<file path="src/include/bit_exec_map.svh">
/*
 * Constants for the bit-oriented file-register executer: field positions,
 * opcodes, sizes and timing counts.
 * Assumes inclusion by bare name from the package and design files.
 */
`ifndef BIT_EXEC_MAP_SVH
`define BIT_EXEC_MAP_SVH

`define INSTR_W          12
`define DATA_W           8
`define ADDR_W           5
`define SEL_W            3
`define OPC_W            4
`define OPC_MSB          11
`define OPC_LSB          8
`define SEL_MSB          7
`define SEL_LSB          5
`define ADDR_MSB         4
`define ADDR_LSB         0
`define FILE_DEPTH       32
`define OPC_BIT_CLEAR    4'h4
`define OPC_BIT_SET      4'h5
`define OPC_BIT_TEST_CLR 4'h6
`define NOP_WORD         12'h000
`define INSTR_CYCLE_NS   10
`define CLK_PERIOD_NS    10
`define SKIP_CYCLES      ((2 * `INSTR_CYCLE_NS + `CLK_PERIOD_NS - 1) / `CLK_PERIOD_NS)

`endif

</file>
<file path="src/include/bit_exec_pkg.sv">
/*
 * Types of the bit-oriented file-register executer.
 * Assumes bit_exec_map.svh on the include path.
 */
`include "bit_exec_map.svh"
package bit_exec_pkg;
    typedef enum logic [1:0] {
        exec_state_run,
        exec_state_write,
        exec_state_flush
    } exec_state_type;

    typedef enum logic [1:0] {
        bit_clear_file_op,
        bit_set_file_op,
        bit_test_skip_clear_op,
        other_op
    } op_type;
endpackage

</file>
<file path="src/include/file_port_if.sv">
/*
 * Interface between the executer and its file register array.
 * Assumes one clock shared by both sides.
 */
`timescale 1ns/10ps
`include "bit_exec_map.svh"
interface file_port_if;
    logic                  we;
    logic [`ADDR_W-1:0]    waddr;
    logic [`DATA_W-1:0]    wdata;
    logic [`ADDR_W-1:0]    raddr;
    logic [`DATA_W-1:0]    rdata;

    modport owner (input we, input waddr, input wdata, input raddr, output rdata);
    modport user  (output we, output waddr, output wdata, output raddr, input rdata);
endinterface

</file>
<file path="src/file_regs.sv">
/*
 * Data file register array, 32 bytes, registered read data.
 * Assumes a single clock; write and read in the same cycle return old data.
 */
`timescale 1ns/10ps
`include "bit_exec_map.svh"
module file_regs (
    input  wire logic   sys_clk,
    file_port_if.owner  port
);
    logic [`DATA_W-1:0] mem [`FILE_DEPTH];

    always_ff @(posedge sys_clk) begin
        if (port.we) begin
            mem[port.waddr] <= port.wdata;
        end
        port.rdata <= mem[port.raddr];
    end
endmodule

</file>
<file path="src/bit_instr_exec.sv">
/*
 * Executer for bit clear, bit set and bit test-skip-if-clear on the data
 * file. Read data is registered, so set/clear read the byte in one cycle and
 * write it back in the next, a cycle in which no new instruction is taken.
 * Assumes instr_valid words arrive no closer than every other cycle for a
 * bit operation, every third after a taken skip (the core honours busy), and that other opcodes are handled
 * elsewhere. A bit op offered while busy is dropped, not held, so the core
 * must offer it again. A test of a byte never written reads unknown and is
 * taken as no skip.
 */
`timescale 1ns/10ps
`include "bit_exec_map.svh"
module bit_instr_exec
    import bit_exec_pkg::*;
(
    input  wire logic                 sys_clk,
    input  wire logic                 rst_b,
    input  wire logic                 instr_valid,
    input  wire logic [`INSTR_W-1:0]  instr_word,
    input  wire logic [`INSTR_W-1:0]  prefetch_word,
    output logic                      busy,
    output logic                      flush_prefetch,
    output logic [`INSTR_W-1:0]       exec_word,
    output logic                      file_written,
    output logic                      status_we,
    output logic [`DATA_W-1:0]        last_result
);
    // ------------------------------------------------------------
    // decode
    // ------------------------------------------------------------
    function automatic op_type decode_op(input logic [`INSTR_W-1:0] w);
        unique case (w[`OPC_MSB:`OPC_LSB])
            `OPC_BIT_CLEAR:    decode_op = bit_clear_file_op;
            `OPC_BIT_SET:      decode_op = bit_set_file_op;
            `OPC_BIT_TEST_CLR: decode_op = bit_test_skip_clear_op;
            default:           decode_op = other_op;
        endcase
    endfunction

    function automatic logic [`DATA_W-1:0] bit_mask(input logic [`SEL_W-1:0] s);
        bit_mask = `DATA_W'(1) << s;
    endfunction

    function automatic logic [`SEL_W-1:0] bit_sel_of(input logic [`INSTR_W-1:0] w);
        bit_sel_of = w[`SEL_MSB:`SEL_LSB];
    endfunction

    function automatic logic [`ADDR_W-1:0] file_addr_of(input logic [`INSTR_W-1:0] w);
        file_addr_of = w[`ADDR_MSB:`ADDR_LSB];
    endfunction

    // ------------------------------------------------------------
    // file register array
    // ------------------------------------------------------------
    // the array answers one cycle after its address, so the read is
    // launched from the live word rather than the held one
    file_port_if fport ();

    file_regs u_file (
        .sys_clk (sys_clk),
        .port    (fport.owner)
    );

    // ------------------------------------------------------------
    // held instruction and outcome
    // ------------------------------------------------------------
    // fields held from the taken word
    exec_state_type             state;
    exec_state_type             next_state;
    op_type                     op;
    op_type                     next_op;
    logic [`SEL_W-1:0]          sel;
    logic [`SEL_W-1:0]          next_sel;
    logic [`ADDR_W-1:0]         addr;
    logic [`ADDR_W-1:0]         next_addr;
    // next values of the output registers
    logic                       next_busy;
    logic                       next_flush_prefetch;
    logic [`INSTR_W-1:0]        next_exec_word;
    logic                       next_file_written;
    logic                       next_status_we;
    logic [`DATA_W-1:0]         next_last_result;
    logic [`DATA_W-1:0]         new_byte;
    // per-cycle decisions shared by both register groups
    op_type                     in_op;
    logic                       take_op;
    logic                       skip_taken;
    logic                       write_back;

    always_comb begin
        // three decisions per cycle drive both register groups
        in_op      = decode_op(instr_word);
        take_op    = 1'b0;
        skip_taken = 1'b0;
        write_back = 1'b0;
        unique case (state)
            exec_state_run: begin
                // words arriving in write or flush are ignored, not queued
                take_op = instr_valid && (in_op != other_op);
            end
            exec_state_write: begin
                if (op == bit_test_skip_clear_op) begin
                    // an unknown bit falls through as no skip
                    if (!fport.rdata[sel]) begin
                        skip_taken = 1'b1;
                    end
                end else begin
                    write_back = 1'b1;
                end
            end
            exec_state_flush: begin
                take_op = 1'b0;
            end
            default: begin
                // unused code, nothing is taken
                take_op = 1'b0;
            end
        endcase
    end

    // ------------------------------------------------------------
    // read-modify-write
    // ------------------------------------------------------------
    always_comb begin
        // a test forms this byte too, but never writes it
        if (op == bit_set_file_op) begin
            new_byte = fport.rdata | bit_mask(sel);
        end else begin
            new_byte = fport.rdata & ~bit_mask(sel);
        end
    end

    always_comb begin
        // write-back uses the held address; the read must follow the live
        // word so the byte is ready in the write cycle
        fport.raddr = file_addr_of(instr_word);
        fport.waddr = addr;
        fport.we    = write_back;
        fport.wdata = new_byte;
    end

    // ------------------------------------------------------------
    // control state
    // ------------------------------------------------------------
    always_comb begin
        next_state = state;
        next_op    = op;
        next_sel   = sel;
        next_addr  = addr;
        unique case (state)
            exec_state_run: begin
                if (take_op) begin
                    next_op    = in_op;
                    next_sel   = bit_sel_of(instr_word);
                    next_addr  = file_addr_of(instr_word);
                    next_state = exec_state_write;
                end
            end
            exec_state_write: begin
                // a taken skip spends one more cycle on the nop
                next_state = skip_taken ? exec_state_flush : exec_state_run;
            end
            exec_state_flush: begin
                // the nop occupies this cycle; new words are ignored
                next_state = exec_state_run;
            end
            default: begin
                // recover from an unused code
                next_state = exec_state_run;
            end
        endcase
    end

    // op, bit and address are held until the write-back cycle
    always_ff @(posedge sys_clk) begin
        if (!rst_b) begin
            state <= exec_state_run;
            op    <= other_op;
            sel   <= '0;
            addr  <= '0;
        end else begin
            state <= next_state;
            op    <= next_op;
            sel   <= next_sel;
            addr  <= next_addr;
        end
    end

    // ------------------------------------------------------------
    // output registers
    // ------------------------------------------------------------
    always_comb begin
        // busy covers the write cycle and, on a skip, the nop cycle
        next_busy           = take_op || skip_taken;
        next_flush_prefetch = skip_taken;
        // prefetched word replaced by a nop when the skip is taken
        next_exec_word      = skip_taken ? `NOP_WORD : prefetch_word;
        next_file_written   = write_back;
        // last_result holds between writes
        next_last_result    = write_back ? new_byte : last_result;
        // bit operations never touch arithmetic flags
        next_status_we      = 1'b0;
    end

    // reset shows a nop to the core until the first word
    always_ff @(posedge sys_clk) begin
        if (!rst_b) begin
            busy           <= 1'b0;
            flush_prefetch <= 1'b0;
            exec_word      <= `NOP_WORD;
            file_written   <= 1'b0;
            last_result    <= '0;
            status_we      <= 1'b0;
        end else begin
            busy           <= next_busy;
            flush_prefetch <= next_flush_prefetch;
            exec_word      <= next_exec_word;
            file_written   <= next_file_written;
            last_result    <= next_last_result;
            status_we      <= next_status_we;
        end
    end
endmodule

</file>
<file path="config.mk">
export PLATFORM = sky130hd
export DESIGN_NAME = bit_instr_exec
export DESIGN_NICKNAME = d
export VERILOG_FILES = /design/src/include/bit_exec_pkg.sv /design/src/include/file_port_if.sv /design/src/file_regs.sv /design/src/bit_instr_exec.sv
export VERILOG_INCLUDE_DIRS = /design/src /design/src/include
export SDC_FILE = /design/constraint.sdc
export NUM_CORES = 1
export LEC_CHECK = 0
export BUFFER_PORTS_ARGS = -buffer_cell sky130_fd_sc_hd__buf_2
export CAP_MARGIN = 20
export CORE_MARGIN = 5
export CORE_UTILIZATION = 39
export CTS_CLUSTER_DIAMETER = 60
export DETAILED_ROUTE_END_ITERATION = 10
export GPL_TIMING_DRIVEN = 1
export RECOVER_POWER = 100
export SLEW_MARGIN = 15
export SYNTH_ARGS = -nofsm -noshare
export SYNTH_HDL_FRONTEND = slang
export SYNTH_SLANG_ARGS = --single-unit
</file>
<file path="constraint.sdc">
create_clock -name sys_clk -period 5 [get_ports sys_clk]
set_clock_uncertainty 0.1 [all_clocks]
set_input_delay 1 -clock sys_clk [delete_from_list [all_inputs] [get_ports sys_clk]]
set_output_delay 1 -clock sys_clk [all_outputs]
set_load 0.01 [all_outputs]
</file>
# Yosys cells after proc, flatten, opt, wreduce, memory -nomap -nowiden
# Memories as Yosys holds them, arrays and structs flattened. A register that Yosys moved wholly into a read port is not among the register bits.
# Cells that the tools add are included.
# word_totals
in_bits	27
register_bits	35
ram_bits	256
mem_count	1
output_inout_bits	24
# memory_table
memory	words	width	read_ports	rd_ports_with_merged_regs	wr	line_no	text
u_file.mem	32	8	1	1	1	file_regs.sv:11	logic [`DATA_W-1:0] mem [`FILE_DEPTH];
# classes
n_lt_le_gt_ge	1
eq_ne	8
shifts	1
mux	15
n_reduce_logical	5
n_bitwise	4
# op_table
cell	n
$eq 4x3->1 const B	3
$mux 1	9
$and 8x8->8	1
$mux 8	1
$not 8->8	1
$or 8x8->8	1
$shl 1x3->8 const A	1
$pmux 2 s3	1
$eq 2x1->1 const B	2
$lt 3x4->1 const B	1
$mux 2	2
$ne 2x2->1 const B	2
$pmux 2 s2	1
$bmux 1 s3	1
$eq 2x2->1 const B	1
$logic_not 2->1	1
$reduce_and 2->1	1
$reduce_or 2->1	1
$logic_and 1x1->1	1
$logic_or 1x1->1	1
$not 1->1	1

# Longest topological paths before layout
# depth
ltp_word	7
depth_mapped	5
ltp_nobuf	3

# By module
# A second synthesis with hierarchy kept.
# hier_totals
hier_cells	579
hier_area_um2	11624.9
# by_module_without_submodules
mod	seq_area_each_um2	area_each_um2	n_inst	cells_each
file_regs	7847.5	10053.4	1	417
bit_instr_exec	700.7	1571.5	1	162

# Worst setup path before layout
# No wires, ideal clock.
# synth_timing
path_type	input to register
from	in instr_word[2]
to	reg u_file.port.rdata[0], read port of u_file.mem
n_path_buf	2
arrival_ns	2.690
path_stages	5
setup_slack_ns	2.089
setup_ns	0.121
cell_sequence	clkbuf_1 -> buf_1 -> mux4_2 -> mux4_2 -> mux2_2
# synth_lines
item	line_no	text
start, declared	bit_instr_exec.sv:19	input wire logic [`INSTR_W-1:0] instr_word,
end, declared	file_port_if.sv:14	modport owner (input we, input waddr, input wdata, input raddr, output rdata);

==> flow_summary.json <==
{
  "setup_viol": 0,
  "period_minus_slack_ns": 3.35,
  "cts-htree-levels": 1,
  "avgViaCountPerCell": 5.62,
  "gpl.final_weighted_congestion": 0.821,
  "antenna_diode_instance_count": 0,
  "timing.critical_path.fanout_max": 35,
  "r2r_setup_slack_ns": 1.95,
  "setup_repair_after_global_routing_missed_its_margin": "false",
  "startpoint_of_the_worst_register_to_register_path": "op[0]",
  "largest_net_degree_at_the_start_of_global_routing": 56,
  "clock_sink_count": 299,
  "detailedPlace.worstSlack_ns": 1.44,
  "rr_endpoint": "u_file.mem[17][6]",
  "critPathRequiredTime_ns": 5.35,
  "postSynth.topFlopCell": "sky130_fd_sc_hd__edfxtp_1",
  "end_kind": "flop",
  "max-cap-violations": 0,
  "cell_type_of_the_slowest_stage_on_the_worst_timing_path": "sky130_fd_sc_hd__clkbuf_2",
  "hold_start": "addr[1]",
  "detailroute.via_count": 5827,
  "post_synth.cell_area_avg_um2": 20.0,
  "grt_overflow_total": 0,
  "post-dp-hpwl_mm": 16.7,
  "run_status": "complete, no violations",
  "routedWlPerCell_um": 25.6,
  "critPathMaxStageDelay_ns": 0.91,
  "finish.instance_area_um2": 13100,
  "timing.critical_path.cells": "clkbuf_2 > buf_12 > mux4_2 > mux4_2 > mux2_2",
  "yosysTopAreaCell": "sky130_fd_sc_hd__edfxtp_1",
  "number_of_cells_on_the_worst_reg_to_reg_path": 3,
  "placed_cell_area_um2": 12200,
  "die_area_um2": 33300,
  "async_flop_share": 0,
  "synth-seq-area-share": 0.738,
  "finish.utilization": 0.444,
  "ant_nets": 0,
  "yosys.area.top_type_share": 0.663,
  "io_pins": 51,
  "cp_common_cell": "sky130_fd_sc_hd__mux4_2",
  "hold-path-endpoint": "addr[1]",
  "placeableCoreArea_um2": 29500,
  "cts_post_setup_buffers_inserted": 0,
  "cts_buffers": 29,
  "nFillCells": 2514,
  "maxClockFrequency_ghz": 0.298,
  "p_total_w": 0.00521,
  "cts-root-buf": "sky130_fd_sc_hd__clkbuf_16",
  "area_growth_pct": 13.0,
  "layout.cells.most_common_list": "256 x sky130_fd_sc_hd__edfxtp_1, 82 x sky130_fd_sc_hd__mux4_2, 43 x sky130_fd_sc_hd__dfxtp_1",
  "setup_slack_ns": 1.65,
  "clkSlewWorstSetupHoldPaths_ns": 0.06,
  "drt_wl_total_mm": 26.5,
  "min_period_over_period": 0.671,
  "synth_area_leaders": "sky130_fd_sc_hd__edfxtp_1 66%, sky130_fd_sc_hd__mux4_2 16%, sky130_fd_sc_hd__dfxtp_1 7.4%",
  "drive_above_1_share": 0.252,
  "die_w_um": 182,
  "final-max-slew-violation-count": 0,
  "tightest_slew_ns": 1.27,
  "fp.dieH_um": 182,
  "global_route_wire_length_before_repair_mm": 39.6,
  "initial_antenna_violation_count": 0,
  "fin_nets": 652,
  "leakagePower_nw": 4.21,
  "power.density_cell_area_nw_per_um2": 398,
  "synth_nets": 605,
  "start_util": 0.393,
  "floorplan.rows": 63,
  "postSynthRegisterBits": 299,
  "setup.worst_path.start_class": "input port",
  "port_buffers": 49,
  "holdPathStages": 2,
  "post_synth_inst_count": 578,
  "synth_area_um2": 11600,
  "cts_tree": "built",
  "number_of_global_route_vias_before_repair": 6001,
  "synth_edf_count": 256,
  "number_of_distinct_library_cells_after_synthesis": 37,
  "cts_repair_resize_count": 0,
  "cts_hold_buffers": 0,
  "post-route-drc-count": 0,
  "timing.final.hold_violations": 0,
  "worst_hold_path_type": "reg2reg",
  "drt_iter0_drc": 559,
  "firstDrtPassIters": 5,
  "max_slew_headroom": 0.154,
  "vdd_drop_max_mv": 0.287,
  "ys.warnings.count": 0,
  "arrival_ns": 3.70,
  "timing_worst_setup_path_type": "in2reg",
  "final_common_cell": "sky130_fd_sc_hd__edfxtp_1",
  "track_usage": 0.159,
  "clock_tree.buffer_depth": 3,
  "fin_tns_setup_ns": 0,
  "worstSkewPairLatency_ns": 0.56
}
-- kinds of logic (layout without fill, tap and decap cells) --
logic type / after synthesis / count (layout) / synth area share
AO/OA/AOI/OAI: 49 / 49 / 0.0286
buffers and inverters: 42 / 111 / 0.0180
flip-flops: 299 / 299 / 0.738
multiplexers: 99 / 99 / 0.176
other: 1 / 1 / 0.000324
AND/OR/NAND/NOR: 88 / 88 / 0.0394
-- synthesized netlist by cell type, drive strengths merged (2+ instances only) --
cell     number
or3b          2
nand4b        2
nor3b         3
a31oi         2
o21ai         2
mux4         82
nand3b        6
dfxtp        43
a21o          8
nand4         9
buf          14
mux2         16
nor2         34
o31ai         8
a21oi        20
nor3          3
inv           2
nor2b         3
clkbuf       24
nand4bb       2
nand3         2
clkinv        2
edfxtp      256
nand2        15
and3          2
o211a         8
-- flip-flops by register name, summed over array words and instances (netlist names) --
name and flops:
flush_prefetch 1, file_written 1, busy 1, u_file.mem 256
sel 3, exec_word 12, state 2, op 2
u_file.port.rdata 8, addr 5, last_result 8
-- routing by layer --
metal	up-vias	global-route usage	part of all wire
met5	-	0	0
met4	0	0.0396	0.016
li1	2467	-	-
met1	3095	0.223	0.42
met3	31	0.0335	0.075
met2	234	0.258	0.49
-- through the flow --
| stage | cells | hold slack [ns] |
|---|---|---|
| 2_1_floorplan | 578 | 0.365 |
| 3_3_place_gp | 983 | 0.400 |
| 3_5_place_dp | 983 | 0.427 |
| 4_1_cts | 1036 | 0.440 |
| 5_1_grt | 1037 | 0.479 |
| 6_report | 1037 | 0.443 |
-- critical path, delay by kind of cell --
| family | cells | cell delay (ns) |
|---|---|---|
| buffers and inverters | 2 | 1.28 |
| multiplexers | 3 | 1.35 |
-- how the worst max path moves through the flow --
stage	from	slack [ns]	endpoint	depth (start not counted)
2_1_floorplan	instr_word[2]	2.09	u_file.port.rdata[0]	5
3_3_place_gp	instr_word[1]	1.46	u_file.port.rdata[4]	5
3_5_place_dp	instr_word[1]	1.44	u_file.port.rdata[4]	5
4_1_cts	op[0]	1.96	u_file.mem[17][2]	3
5_1_grt	instr_word[1]	1.42	u_file.port.rdata[4]	5
6_report	instr_word[1]	1.65	u_file.port.rdata[1]	5
-- report_power, final --
group          internal (W)  total (W)  leakage, nW  switching (W)
Sequential          0.00278    0.00279         2.66      0.0000138
Clock               0.00120    0.00212        0.455       0.000912
Combinational      0.000105   0.000300         1.10       0.000195
Total               0.00409    0.00521         4.21        0.00112
-- cell type report --
class | instances | area (um2) | share of cell area
Inverter | 4 | 15.0 | 0.00115
Sequential cell | 299 | 8550 | 0.653
Tap cell | 390 | 488 | 0.0373
Clock inverter | 13 | 76.3 | 0.00583
Clock buffer | 40 | 861 | 0.0658
Multi-Input combinational cell | 237 | 2830 | 0.216
Timing Repair Buffer | 54 | 274 | 0.0209
Power figures use the tool's default switching activity.
